===== config.mk =====
export PLATFORM = sky130hd
export DESIGN_NAME = sfmwr_ctrl
export DESIGN_NICKNAME = d
export VERILOG_FILES = /design/src/sfmwr_pkg.sv /design/src/sfmwr_sync.sv /design/src/sfmwr_ctrl.sv
export SDC_FILE = /design/constraint.sdc
export NUM_CORES = 1
export LEC_CHECK = 0
export ABC_AREA = 1
export ABC_CLOCK_PERIOD_IN_PS = 2800
export BUFFER_PORTS_ARGS = -buffer_cell sky130_fd_sc_hd__buf_2
export CAP_MARGIN = 30
export CORE_UTILIZATION = 54
export DETAILED_ROUTE_END_ITERATION = 10
export PLACE_DENSITY = 0.77
export SLEW_MARGIN = 15
export SYNTH_ARGS = -nofsm -noshare
export SYNTH_HDL_FRONTEND = slang
export SYNTH_SLANG_ARGS = --single-unit

===== constraint.sdc =====
create_clock -name mclk -period 2.8 [get_ports mclk]
set_input_delay 0.7 -clock mclk [delete_from_list [all_inputs] [get_ports mclk]]
set_output_delay 0.7 -clock mclk [all_outputs]
set_load 0.05 [all_outputs]

===== src/sfmwr_pkg.sv =====
`default_nettype none
package sfmwr_pkg;
   // Opcodes
   localparam logic [7:0] OP_QPI_ON   = 8'h38;
   localparam logic [7:0] OP_QPI_OFF  = 8'hFF;
   localparam logic [7:0] OP_WORD_RD  = 8'hE7;
   localparam logic [7:0] OP_QUAD_RD  = 8'hEB;
   localparam logic [7:0] OP_SET_WRAP = 8'h77;
   localparam logic [7:0] OP_WRAP_RD  = 8'h0C;
   localparam logic [7:0] OP_FAST_RD  = 8'h0B;
   localparam logic [7:0] OP_SET_PARM = 8'hC0;
   localparam logic [7:0] OP_RST_ARM  = 8'h66;
   localparam logic [7:0] OP_RST      = 8'h99;
   localparam logic [7:0] OP_WR_EN    = 8'h06;
   localparam logic [7:0] OP_WR_DIS   = 8'h04;
   localparam logic [7:0] OP_SUSPEND  = 8'h75;
   localparam logic [7:0] OP_RESUME   = 8'h7A;

   // Continuous read keep code in the upper mode nibble
   localparam logic [3:0] CRM_KEEP = 4'hA;

   // Serial clocks per phase
   localparam logic [3:0] SPI_OPC_CLKS  = 4'h8;
   localparam logic [3:0] QPI_OPC_CLKS  = 4'h2;
   localparam logic [3:0] ADDR_CLKS     = 4'h6;
   localparam logic [3:0] MODE_CLKS     = 4'h2;
   localparam logic [3:0] PARM_CLKS     = 4'h2;
   localparam logic [3:0] WORD_RD_DUMMY = 4'h2;
   localparam logic [3:0] QUAD_RD_DUMMY = 4'h4;
   localparam logic [3:0] DUMMY_4       = 4'h4;
   localparam logic [3:0] DUMMY_6       = 4'h6;
   localparam logic [3:0] DUMMY_8       = 4'h8;

   // Field positions
   localparam int WRAP_FIELD_LO = 4;
   localparam int WRAP_DIS_POS  = 0;
   localparam int PARM_DUMMY_LO = 4;

   // Values after reset
   localparam logic [2:0] WRAP_RESET = 3'h1;
   localparam logic [7:0] PARM_RESET = 8'h00;
   localparam logic [5:0] SYNC_RESET = 6'h01;

   // Software reset recovery time
   localparam int CLK_PERIOD_NS = 100;
   localparam int T_RST_NS      = 30000;
   localparam int RST_CYCLES_I  = (T_RST_NS + CLK_PERIOD_NS - 1) / CLK_PERIOD_NS;
   localparam logic [8:0] RST_CYCLES = 9'(RST_CYCLES_I);

   typedef enum logic [7:0] {
      ST_IDLE   = 8'h01,
      ST_OPC    = 8'h02,
      ST_ADDR   = 8'h04,
      ST_MODE   = 8'h08,
      ST_DUMMY  = 8'h10,
      ST_DATA   = 8'h20,
      ST_PARM   = 8'h40,
      ST_IGNORE = 8'h80
   } sfmwr_state_t;
endpackage : sfmwr_pkg
`default_nettype wire


===== src/sfmwr_sync.sv =====
`timescale 1ns/1ps
`default_nettype none
module sfmwr_sync (
   // Clock and reset
   input  wire logic       mclk,
   input  wire logic       reset_n,
   // Pin levels in and synchronised out
   input  wire logic [5:0] pins_in,
   output logic      [5:0] pins_sync
);
   logic [5:0] meta_reg;
   logic [5:0] sync_reg;

   always_ff @(posedge mclk or negedge reset_n) begin
      if (!reset_n) begin
         meta_reg <= sfmwr_pkg::SYNC_RESET;
         sync_reg <= sfmwr_pkg::SYNC_RESET;
      end else begin
         meta_reg <= pins_in;
         sync_reg <= meta_reg;
      end
   end

   assign pins_sync = sync_reg;
endmodule : sfmwr_sync
`default_nettype wire


===== src/sfmwr_ctrl.sv =====
`timescale 1ns/1ps
`default_nettype none
module sfmwr_ctrl (
   // Clock and reset
   input  wire logic        mclk,
   input  wire logic        reset_n,
   // Serial flash pins
   input  wire logic        cs_n_pin,
   input  wire logic        sck_pin,
   input  wire logic [3:0]  io_in,
   output logic      [3:0]  io_out,
   output logic      [3:0]  io_oe,
   // Array and status side
   input  wire logic        quad_enable_bit,
   input  wire logic        array_busy,
   input  wire logic [7:0]  rd_data,
   output logic      [23:0] rd_addr,
   output logic             abort_op,
   output logic             busy_flag,
   // Volatile state
   output logic             write_enable_latch,
   output logic             suspend_flag,
   output logic             four_wire_command_mode,
   output logic      [2:0]  wrap_config_bits,
   output logic             continuous_read_mode,
   output logic      [7:0]  read_params
);
   // Wrapped address step inside an aligned 8/16/32/64 byte section
   function automatic logic [23:0] addr_step(input logic [23:0] a, input logic wrap_on, input logic [1:0] len);
      logic [23:0] mask;
      logic [23:0] inc;
      mask = {18'h0, len == 2'h3, len[1], |len, 3'h7};
      inc  = a + 24'h1;
      return wrap_on ? ((a & ~mask) | (inc & mask)) : inc;
   endfunction : addr_step

   // Dummy clocks taken from the read parameter field
   function automatic logic [3:0] parm_dummy(input logic [1:0] sel);
      unique case (sel)
         2'h0:    return sfmwr_pkg::DUMMY_4;
         2'h1:    return sfmwr_pkg::DUMMY_6;
         default: return sfmwr_pkg::DUMMY_8;
      endcase
   endfunction : parm_dummy

   logic [5:0]               pins_s;
   logic                     cs_s;
   logic                     sck_s;
   logic [3:0]               io_s;
   logic                     sck_d_reg;
   logic                     cs_d_reg;
   sfmwr_pkg::sfmwr_state_t  state_reg;
   sfmwr_pkg::sfmwr_state_t  state_next;
   logic [3:0]               cnt_reg;
   logic [31:0]              sh_reg;
   logic [7:0]               op_reg;
   logic [23:0]              addr_reg;
   logic                     nib_hi_reg;
   logic [3:0]               io_out_reg;
   logic [3:0]               io_oe_reg;
   logic                     qpi_reg;
   logic                     wel_reg;
   logic                     sus_reg;
   logic                     crm_reg;
   logic                     armed_reg;
   logic [2:0]               wrap_reg;
   logic [7:0]               parm_reg;
   logic [8:0]               rst_cnt_reg;
   logic                     abort_reg;
   logic                     busy_reg;

   sfmwr_sync u_sync (
      .mclk      (mclk),
      .reset_n   (reset_n),
      .pins_in   ({io_in, sck_pin, cs_n_pin}),
      .pins_sync (pins_s)
   );

   assign cs_s  = pins_s[0];
   assign sck_s = pins_s[1];
   assign io_s  = pins_s[5:2];

   // Edges of the host clock and chip select
   wire sck_rise = sck_s & ~sck_d_reg & ~cs_s;
   wire sck_fall = ~sck_s & sck_d_reg & ~cs_s;
   wire cs_fall  = ~cs_s & cs_d_reg;
   wire cs_rise  = cs_s & ~cs_d_reg;

   // Bit collection: one line for serial opcodes, four lines otherwise
   wire        wide     = (state_reg != sfmwr_pkg::ST_OPC) | qpi_reg;
   wire [31:0] sh_quad  = {sh_reg[27:0], io_s};
   wire [31:0] sh_one   = {sh_reg[30:0], io_s[0]};
   wire [31:0] sh_next  = wide ? sh_quad : sh_one;
   wire [7:0]  op_in    = sh_next[7:0];
   wire        rst_busy = rst_cnt_reg != 9'h0;

   wire is_word  = op_reg == sfmwr_pkg::OP_WORD_RD;
   wire is_quad  = op_reg == sfmwr_pkg::OP_QUAD_RD;
   wire is_wrapr = op_reg == sfmwr_pkg::OP_WRAP_RD;
   wire is_setw  = op_reg == sfmwr_pkg::OP_SET_WRAP;
   wire is_parm  = op_reg == sfmwr_pkg::OP_SET_PARM;

   wire [3:0] dummy_len = is_word ? sfmwr_pkg::WORD_RD_DUMMY :
                          is_quad ? sfmwr_pkg::QUAD_RD_DUMMY :
                          parm_dummy(parm_reg[sfmwr_pkg::PARM_DUMMY_LO +: 2]);

   wire [3:0] phase_len =
      (state_reg == sfmwr_pkg::ST_OPC)   ? (qpi_reg ? sfmwr_pkg::QPI_OPC_CLKS : sfmwr_pkg::SPI_OPC_CLKS) :
      (state_reg == sfmwr_pkg::ST_ADDR)  ? sfmwr_pkg::ADDR_CLKS :
      (state_reg == sfmwr_pkg::ST_MODE)  ? sfmwr_pkg::MODE_CLKS :
      (state_reg == sfmwr_pkg::ST_DUMMY) ? dummy_len :
      (state_reg == sfmwr_pkg::ST_PARM)  ? sfmwr_pkg::PARM_CLKS : 4'h0;

   // Data and ignored phases have no length, so they never end on a count
   wire has_len   = phase_len != 4'h0;
   wire cnt_last  = sck_rise & has_len & (cnt_reg == phase_len - 4'h1);
   wire opc_done  = cnt_last & (state_reg == sfmwr_pkg::ST_OPC);
   wire addr_done = cnt_last & (state_reg == sfmwr_pkg::ST_ADDR);
   wire mode_done = cnt_last & (state_reg == sfmwr_pkg::ST_MODE);
   wire parm_done = cnt_last & (state_reg == sfmwr_pkg::ST_PARM);

   // Opcode acceptance by mode and quad enable
   // serial only entry
   wire acc_qpi_on  = ~qpi_reg & quad_enable_bit & (op_in == sfmwr_pkg::OP_QPI_ON);
   wire acc_qpi_off = qpi_reg & (op_in == sfmwr_pkg::OP_QPI_OFF);
   wire acc_word    = ~qpi_reg & quad_enable_bit & (op_in == sfmwr_pkg::OP_WORD_RD);
   wire acc_quad    = ~qpi_reg & quad_enable_bit & (op_in == sfmwr_pkg::OP_QUAD_RD);
   wire acc_setw    = ~qpi_reg & quad_enable_bit & (op_in == sfmwr_pkg::OP_SET_WRAP);
   wire acc_qread   = qpi_reg & ((op_in == sfmwr_pkg::OP_WRAP_RD) | (op_in == sfmwr_pkg::OP_FAST_RD));
   wire acc_parm    = qpi_reg & (op_in == sfmwr_pkg::OP_SET_PARM);
   wire soft_rst    = opc_done & armed_reg & (op_in == sfmwr_pkg::OP_RST);
   wire to_addr     = acc_word | acc_quad | acc_setw | acc_qread;

   // Read address stepping and wrap selection
   // wrap bits govern word and quad reads
   wire wrap_on = ((is_word | is_quad) & ~wrap_reg[sfmwr_pkg::WRAP_DIS_POS]) | is_wrapr;
   wire [23:0] addr_inc = addr_step(addr_reg, wrap_on, wrap_reg[2:1]);
   wire        step_now = sck_fall & (state_reg == sfmwr_pkg::ST_DATA) & ~nib_hi_reg;
   wire [23:0] addr_next = addr_done ? sh_next[23:0] : (step_now ? addr_inc : addr_reg);

   // Frame sequencing
   always_comb begin
      state_next = state_reg;
      if (cs_s) begin
         state_next = sfmwr_pkg::ST_IDLE;
      end else if (cs_fall) begin
         state_next = rst_busy ? sfmwr_pkg::ST_IGNORE :
                      crm_reg  ? sfmwr_pkg::ST_ADDR : sfmwr_pkg::ST_OPC;
      end else if (cnt_last) begin
         unique case (state_reg)
            sfmwr_pkg::ST_OPC: begin
               state_next = to_addr  ? sfmwr_pkg::ST_ADDR :
                            acc_parm ? sfmwr_pkg::ST_PARM : sfmwr_pkg::ST_IGNORE;
            end
            sfmwr_pkg::ST_ADDR: begin
               state_next = (is_word | is_quad) ? sfmwr_pkg::ST_MODE :
                            is_setw ? sfmwr_pkg::ST_PARM : sfmwr_pkg::ST_DUMMY;
            end
            sfmwr_pkg::ST_MODE: begin
               state_next = sfmwr_pkg::ST_DUMMY;
            end
            sfmwr_pkg::ST_DUMMY: begin
               state_next = sfmwr_pkg::ST_DATA;
            end
            sfmwr_pkg::ST_PARM: begin
               state_next = sfmwr_pkg::ST_IGNORE;
            end
            // Data and ignored phases hold until chip select rises
            sfmwr_pkg::ST_DATA, sfmwr_pkg::ST_IGNORE: begin
               state_next = state_reg;
            end
            default: begin
               state_next = sfmwr_pkg::ST_IGNORE;
            end
         endcase
      end
   end

   // Next values of the volatile state
   // single mode flag
   wire qpi_next = soft_rst ? 1'b0 : (opc_done & acc_qpi_on) ? 1'b1 :
                   (opc_done & acc_qpi_off) ? 1'b0 : qpi_reg;
   wire wel_next = soft_rst ? 1'b0 :
                   (opc_done & (op_in == sfmwr_pkg::OP_WR_EN)) ? 1'b1 :
                   (opc_done & (op_in == sfmwr_pkg::OP_WR_DIS)) ? 1'b0 : wel_reg;
   wire sus_next = soft_rst ? 1'b0 :
                   (opc_done & array_busy & (op_in == sfmwr_pkg::OP_SUSPEND)) ? 1'b1 :
                   (opc_done & (op_in == sfmwr_pkg::OP_RESUME)) ? 1'b0 : sus_reg;
   wire crm_next = soft_rst ? 1'b0 :
                   mode_done ? (sh_next[7:4] == sfmwr_pkg::CRM_KEEP) : crm_reg;
   wire crm_start  = cs_fall & crm_reg;
   wire armed_next = opc_done ? (op_in == sfmwr_pkg::OP_RST_ARM) :
                     crm_start ? 1'b0 : armed_reg;
   wire [2:0] wrap_next = soft_rst ? sfmwr_pkg::WRAP_RESET :
                          (parm_done & is_setw) ? sh_next[sfmwr_pkg::WRAP_FIELD_LO +: 3] : wrap_reg;
   wire [7:0] parm_next = soft_rst ? sfmwr_pkg::PARM_RESET :
                          (parm_done & is_parm) ? sh_next[7:0] : parm_reg;
   wire [8:0] rst_cnt_next = soft_rst ? sfmwr_pkg::RST_CYCLES :
                             rst_busy ? rst_cnt_reg - 9'h1 : rst_cnt_reg;

   always_ff @(posedge mclk or negedge reset_n) begin
      if (!reset_n) begin
         sck_d_reg <= 1'b0;
         cs_d_reg  <= 1'b1;
         state_reg <= sfmwr_pkg::ST_IDLE;
      end else begin
         sck_d_reg <= sck_s;
         cs_d_reg  <= cs_s;
         state_reg <= state_next;
      end
   end

   always_ff @(posedge mclk or negedge reset_n) begin
      if (!reset_n) begin
         cnt_reg <= 4'h0;
         sh_reg  <= 32'h0;
      end else if (cs_fall | cnt_last) begin
         cnt_reg <= 4'h0;
         sh_reg  <= cs_fall ? 32'h0 : sh_next;
      end else if (sck_rise) begin
         cnt_reg <= cnt_reg + 4'h1;
         sh_reg  <= sh_next;
      end
   end

   always_ff @(posedge mclk or negedge reset_n) begin
      if (!reset_n) begin
         op_reg   <= 8'h00;
         addr_reg <= 24'h0;
      end else begin
         op_reg   <= opc_done ? op_in : op_reg;
         addr_reg <= addr_next;
      end
   end

   // Nibble output on falling host clock, high nibble first
   // drive only from first data fall
   always_ff @(posedge mclk or negedge reset_n) begin
      if (!reset_n) begin
         nib_hi_reg <= 1'b1;
         io_out_reg <= 4'h0;
         io_oe_reg  <= 4'h0;
      end else if (cs_s | cs_fall) begin
         nib_hi_reg <= 1'b1;
         io_oe_reg  <= 4'h0;
      end else if (sck_fall & (state_reg == sfmwr_pkg::ST_DATA)) begin
         nib_hi_reg <= ~nib_hi_reg;
         io_out_reg <= nib_hi_reg ? rd_data[7:4] : rd_data[3:0];
         io_oe_reg  <= 4'hF;
      end
   end

   always_ff @(posedge mclk or negedge reset_n) begin
      if (!reset_n) begin
         qpi_reg   <= 1'b0;
         wel_reg   <= 1'b0;
         sus_reg   <= 1'b0;
         crm_reg   <= 1'b0;
         armed_reg <= 1'b0;
         wrap_reg  <= sfmwr_pkg::WRAP_RESET;
         parm_reg  <= sfmwr_pkg::PARM_RESET;
      end else begin
         qpi_reg   <= qpi_next;
         wel_reg   <= wel_next;
         sus_reg   <= sus_next;
         crm_reg   <= crm_next;
         armed_reg <= armed_next;
         wrap_reg  <= wrap_next;
         parm_reg  <= parm_next;
      end
   end

   always_ff @(posedge mclk or negedge reset_n) begin
      if (!reset_n) begin
         rst_cnt_reg <= 9'h0;
         abort_reg   <= 1'b0;
         busy_reg    <= 1'b0;
      end else begin
         rst_cnt_reg <= rst_cnt_next;
         abort_reg   <= soft_rst;
         busy_reg    <= array_busy | rst_busy;
      end
   end

   assign io_out                 = io_out_reg;
   assign io_oe                  = io_oe_reg;
   assign rd_addr                = addr_reg;
   assign abort_op               = abort_reg;
   assign busy_flag              = busy_reg;
   assign write_enable_latch     = wel_reg;
   assign suspend_flag           = sus_reg;
   assign four_wire_command_mode = qpi_reg;
   assign wrap_config_bits       = wrap_reg;
   assign continuous_read_mode   = crm_reg;
   assign read_params            = parm_reg;
endmodule : sfmwr_ctrl
`default_nettype wire


* After elaboration in Yosys (flattened, before gate mapping)
Index checks and enable logic that the tools add are counted. Widths: inputs -> output; s select.
Storage, ports and cells: bits in registers 117, bits of input ports 18, output and inout bits 49, logic and storage cells 184
Operators by class: add/sub/neg operators 4, equality and inequality tests 32, muxes and demuxes 52, bitwise logic cells 55, reduce and logical (&&, ||, !) cells 19
Operator list (count):
- $mux 24 | 4
- $eq 8x8->1 const B | 9
- $mux 23 | 3
- $mux 8 | 8
- $eq 8x7->1 const B | 6
- $mux 4 | 12
- $pmux 8 s5 | 1
- $and 1x1->1 | 34
- $eq 8x4->1 const B | 4
- $add 24x1->24 const B | 1
- $and 24x24->24 | 1
- $and 24x6->24 | 1
- $eq 8x3->1 const B | 3
- $not 6->24 | 1
- $or 24x24->24 | 1
- $mux 9 | 2
- $eq 8x6->1 const B | 2
- $reduce_bool 2->1 | 8
- $mux 1 | 15
- $mux 7 | 2
- $reduce_bool 3->1 | 4
- $or 1x1->1 | 10
- $mux 3 | 3
- $reduce_bool 9->1 | 1
- other kinds (18) | 26

* Longest topological paths before layout
depth in word-level cells 16, gate-level depth with buffers 22, mapped depth without buffers 22

* Hierarchy
Synthesis repeated with hierarchy kept, for this count alone.
Unflattened totals: cells, all modules 862, area total of the unflattened synthesis 6372.4 sq um
Modules (own cells, without submodules):
- sfmwr_ctrl | instances 1, cells each 850, area an instance 6069.6 sq um, sequential area each 2557.5 sq um
- sfmwr_sync | instances 1, cells each 12, area an instance 302.8 sq um, sequential area each 302.8 sq um

* Worst setup path before layout
Ideal clock, no wire load.
path kind flip-flop to flip-flop, start register qpi_reg (netlist: four_wire_command_mode), end register addr_reg[19] (netlist: rd_addr[19]), library setup time 121 ps, data arrival time 2667 ps, data required time 2679 ps, setup slack 12 ps, stages on the path, launching flop included 16, buffers on the path 2, clock period less this slack 2788 ps, path through dfrtp_1 > inv_1 > nand2_2 > buf_6 > nand2_1 > ha_1 > ha_1 > o22ai_1 > a21oi_1 > and3_1 > nand2_2 > nor2_8 > nand2_4 > buf_2 > o21ai_1 > nor2_1
Between the ends: word-level cells in the longest chain between the ends 7, elaborated cells between the ends (all ways) 12, those cells by class add/sub (1); eq/ne (1); mux (4); bitwise (4); reduce/logical (2)
Ends and longest elaborated chain:
- from (decl) | line sfmwr_ctrl.sv:61 | logic qpi_reg;
- from (signal assigned) | line sfmwr_ctrl.sv:263 | qpi_reg <= qpi_next;
- $mux 4 (2 in series) | line sfmwr_ctrl.sv:108 | (state_reg == sfmwr_pkg::ST_OPC) ? (qpi_reg ? sfmwr_pkg::QPI_OPC_CLKS : sfmwr_pkg::SPI_OPC_CLKS) :
- $sub 4x1->4 or $reduce_bool 4->1 (tied branches) | line sfmwr_ctrl.sv:116, sfmwr_ctrl.sv:115
- $eq 4x4->1 or $and 1x1->1 (tied branches) | line sfmwr_ctrl.sv:116 | wire cnt_last = sck_rise & has_len & (cnt_reg == phase_len - 4'h1);
- $and 1x1->1 | line sfmwr_ctrl.sv:116
- $and 1x1->1 | line sfmwr_ctrl.sv:118 | wire addr_done = cnt_last & (state_reg == sfmwr_pkg::ST_ADDR);
- $mux 24 or $reduce_bool 2->1 (tied branches)
- to (signal assigned) | line sfmwr_ctrl.sv:232 | addr_reg <= addr_next;
- to (decl) | line sfmwr_ctrl.sv:57 | logic [23:0] addr_reg;
Parallel ways exist; a longest one is shown, timed or not. A chain may end at the register's enable or synchronous reset.

* Worst setup path in the final report
start register op_reg[4], end register wel_reg (netlist: write_enable_latch)
Between the ends: word-level cells in the longest chain between the ends 14, elaborated cells between the ends (all ways) 21, those cells by class add/sub (1); eq/ne (3); mux (8); bitwise (7); reduce/logical (2)
Ends and longest elaborated chain:
- from (decl) | line sfmwr_ctrl.sv:56 | logic [7:0] op_reg;
- from (signal assigned) | line sfmwr_ctrl.sv:231 | op_reg <= opc_done ? op_in : op_reg;
- $eq 8x8->1 | line sfmwr_ctrl.sv:98 | wire is_quad = op_reg == sfmwr_pkg::OP_QUAD_RD;
- $mux 4 | line sfmwr_ctrl.sv:104 | is_quad ? sfmwr_pkg::QUAD_RD_DUMMY :
- $mux 4 (*) | line sfmwr_ctrl.sv:103 | wire [3:0] dummy_len = is_word ? sfmwr_pkg::WORD_RD_DUMMY :
- $mux 4 (*) | line sfmwr_ctrl.sv:111 | (state_reg == sfmwr_pkg::ST_DUMMY) ? dummy_len :
- $mux 4 (*) | line sfmwr_ctrl.sv:110 | (state_reg == sfmwr_pkg::ST_MODE) ? sfmwr_pkg::MODE_CLKS :
- $mux 4 (*) | line sfmwr_ctrl.sv:109 | (state_reg == sfmwr_pkg::ST_ADDR) ? sfmwr_pkg::ADDR_CLKS :
- $mux 4 (*) | line sfmwr_ctrl.sv:108
- $sub 4x1->4 or $reduce_bool 4->1 (tied branches) | line sfmwr_ctrl.sv:116, sfmwr_ctrl.sv:115
- $eq 4x4->1 or $and 1x1->1 (tied branches) | line sfmwr_ctrl.sv:116
- $and 1x1->1 (*) | line sfmwr_ctrl.sv:116
- $and 1x1->1 (*) | line sfmwr_ctrl.sv:117 | wire opc_done = cnt_last & (state_reg == sfmwr_pkg::ST_OPC);
- $and 1x1->1, on equally long branches | line sfmwr_ctrl.sv:131, sfmwr_ctrl.sv:184
- $and 1x1->1 or $mux 1 (tied branches) | line sfmwr_ctrl.sv:131, sfmwr_ctrl.sv:184
- $reduce_bool 3->1 (no source line) or $mux 1 (tied branches)
- to (signal assigned) | line sfmwr_ctrl.sv:264 | wel_reg <= wel_next;
- to (decl) | line sfmwr_ctrl.sv:62 | logic wel_reg;
Mark *: on every way between the ends. The rest lies on a longest branch, timed or not.

==> results.toml <==
[outcome]
status = "complete, but fails checks"
violations = "DRC, setup timing"

[sta]
slew_headroom_pct = 35.38
holdWs_ns = 0.3238
rsz0062_at_grt = "true"
worst_clock_skew_ns = 0.009783
finalSetupViolations = 46
worstMarginPinSlew_ns = 0.9604
max_freq_ghz = 0.3432
min_period_ns = 2.914
period_share_pct = 104.1
finalHoldViolations = 0
worst_slack_ns = -0.1139
drv_slew = 0

[synthesis]
synthArstFlopShare_pct = 100.0
yosysTopAreaCell = "dfrtp_1"
ys_warn_count = 0
syn-num-nets = 902
syn_area_mm2 = 0.006490
syn_inst = 879
synth_cell_types = 42
synth_common_cells = "241 x nand2_1, 108 x dfrtp_1, 106 x nor2_1"
synth_area_leaders = "dfrtp_1 42%, nand2_1 14%, nor2_1 6.1%"
synth_seq_area_share_pct = 44.07
synth_edf_count = 0
synthMostInstantiatedCell = "nand2_1"
synth_top_area_share_pct = 41.64
syn_area_per_cell_um2 = 7.383
synth-seq-cells = 114
synthFlopType = "dfrtp_1"

[critical_path]
path_max_fanout = 6
path_class = "flip-flop to flip-flop"
reg2reg_setup_slack_ns = -0.11
arrival_ns = 3.22
regToRegStartpoint = "op_reg[4]"
cp-end-kind = "flip-flop"
cp_data_required_time_ns = 3.10
reg2regPathDepth = 16
rr_endpoint = "write_enable_latch"
startpoint_type = "flip-flop"

[placed_design]
io_buffers = 66
dp.cells = 1111
dp_hpwl_um = 12090
place_congestion = 0.9232

[floorplan]
core_region_area_mm2 = 0.01156
die-area_mm2 = 0.01246
start_util_pct = 56.12
rows = 39
die_h_um = 111.6
die_w_um = 111.6
pin_count = 67

[layout]
utilization_pct = 75.98
largest_register_ffs = 23
fin_nets = 1033
antennaDiodeCount = 0
synthToLayoutAreaGrowth_pct = 35.40
final_cells = 1166
drive_above_1_share_pct = 33.33
fillCellCount = 793

[clocking]
clk_pin_slew_ns = 0.06
htreeDepth = 4
insertion_delay_ns = 0.43
hold_buffers = 0
cts.sinks = 114
cts_buffers = 17
cts_buffer_depth = 2
tritoncts = "done"
root_buffer = "clkbuf_16"

[min_path]
hold_class = "input port to async pin"

[global_routing]
overflow = 0
grt_pass1_wl_um = 29330
antenna_found_initial = 0
grt_max_degree = 115
grt_pass1_vias = 6068
grt.total_usage_pct = 29.95

[drt]
num_vias = 6656
route.detailed.drc = 8
first_pass_iters = 8
vias_per_cell = 5.708
drtAntennaViolNets = 0
drt-total-wl_um = 20080
post_drt_wl_per_cell_um = 17.22
drtIter0Drc = 748

[job]
drv_cap = 0

[power]
power_density_mw_per_mm2 = 498.6
p_leak_nw = 4.395
max-vdd-ir-drop_v = 0.0005110
## layout make-up
class,count,area (µm²),area share [%]
Multi-Input combinational cell,642,3697,42.08
Timing Repair Buffer,134,1069,12.16
Tap cell,143,178.9,2.036
Sequential cell,114,2860,32.55
Inverter,101,391.6,4.457
Clock buffer,20,456.7,5.197
Clock inverter,12,133.9,1.524
## per-stage QoR
step                      power (mW)  TNS (ns)  setup WS (ns)  area (µm²)
after floorplan                2.002         0        0.01158        6490
after detailed placement       2.153    -1.348        -0.1084        7242
after global placement         2.149  -0.08530       -0.03543        7242
after global routing           4.528    -13.77        -0.2632        8787
after CTS                      4.299   -0.1542       -0.02895        8110
final                          4.381    -2.277        -0.1139        8787
## repair_timing
item / 4_1_cts / 5_1_grt
setup buffers: 7 / 10
setup endpoints to repair: 50 / 93
pin swaps: 22 / 28
gates cloned: 2 / 5
gates resized for setup: 42 / 139
endpoints found under the hold margin: 0 / 0
## worst max-delay path: stages, from the launching register on
cell and delay [ns]:
dfrtp_1 0.39, inv_1 0.09, nand2_1 0.08, nor2_2 0.16, nand2_2 0.11, buf_4 0.15, a41oi_1 0.36, ha_4 0.28
a21oi_2 0.14, and3_4 0.23, nand3_4 0.14, nor2_4 0.21, buf_6 0.13, buf_8 0.12, nand2_1 0.06, nand2_1 0.07
o21bai_1 0.07
## cells in the final DEF (no fill, tap or decap), types with 3 or more instances in the layout
master / Yosys / routed
nand2_8: 0 / 5
xnor2_1: 5 / 5
buf_2: 6 / 65
nor2_1: 106 / 98
nand2_4: 6 / 14
buf_12: 0 / 6
o21ai_0: 55 / 37
inv_2: 10 / 13
clkinv_4: 0 / 3
clkbuf_16: 0 / 21
a31oi_1: 5 / 4
clkinvlp_4: 0 / 5
buf_6: 4 / 12
o22ai_1: 5 / 4
o21ai_2: 1 / 30
a21oi_1: 19 / 11
dfstp_2: 6 / 6
nand2_1: 241 / 205
nand2_2: 8 / 33
buf_4: 6 / 44
a21oi_2: 1 / 9
nor3_1: 25 / 25
nor2_4: 5 / 12
mux2i_1: 4 / 4
inv_1: 91 / 87
nand3_1: 69 / 44
xor2_1: 8 / 8
nand3_2: 4 / 27
dfrtp_1: 108 / 108
nor4_1: 4 / 4
ha_1: 5 / 3
or2_2: 3 / 3
o21ai_1: 26 / 15
nor2_2: 11 / 12
nand4_1: 10 / 10
## worst max path at each step
stage | from | to | slack [ns] | cells past startpoint
after floorplan | four_wire_command_mode | rd_addr[19] | 0.01 | 15
after global placement | state_reg[6] | read_params[5] | -0.04 | 18
after detailed placement | state_reg[7] | read_params[6] | -0.11 | 17
after CTS | state_reg[2] | state_reg[7] | -0.03 | 18
after global routing | op_reg[4] | write_enable_latch | -0.26 | 20
final | op_reg[4] | write_enable_latch | -0.11 | 16
## where the power goes
part           total [mW]  internal, mW  switching [mW]
logic               0.485         0.162           0.323
registers            1.76          1.71          0.0428
clock network        2.14          1.35           0.786
total                4.38          3.23            1.15
## logic make-up after synthesis
family	Yosys count	synth area share (%)
compound gates	120	9.890
xor+xnor	13	1.754
fa+ha+maj	5	0.9639
buf+inv	125	8.155
flops	114	44.07
mux	4	0.6170
simple gates	498	34.55
## per-layer routing
metal	vias to the layer above	wire length, µm	track usage [%]
met5	-	0	0
met4	0	685	10.54
met3	58	1739	7.784
met2	349	9695	48.24
met1	3157	7954	39.14
li1	3092	-	-
Note: power is estimated with default switching activity, not from simulation.
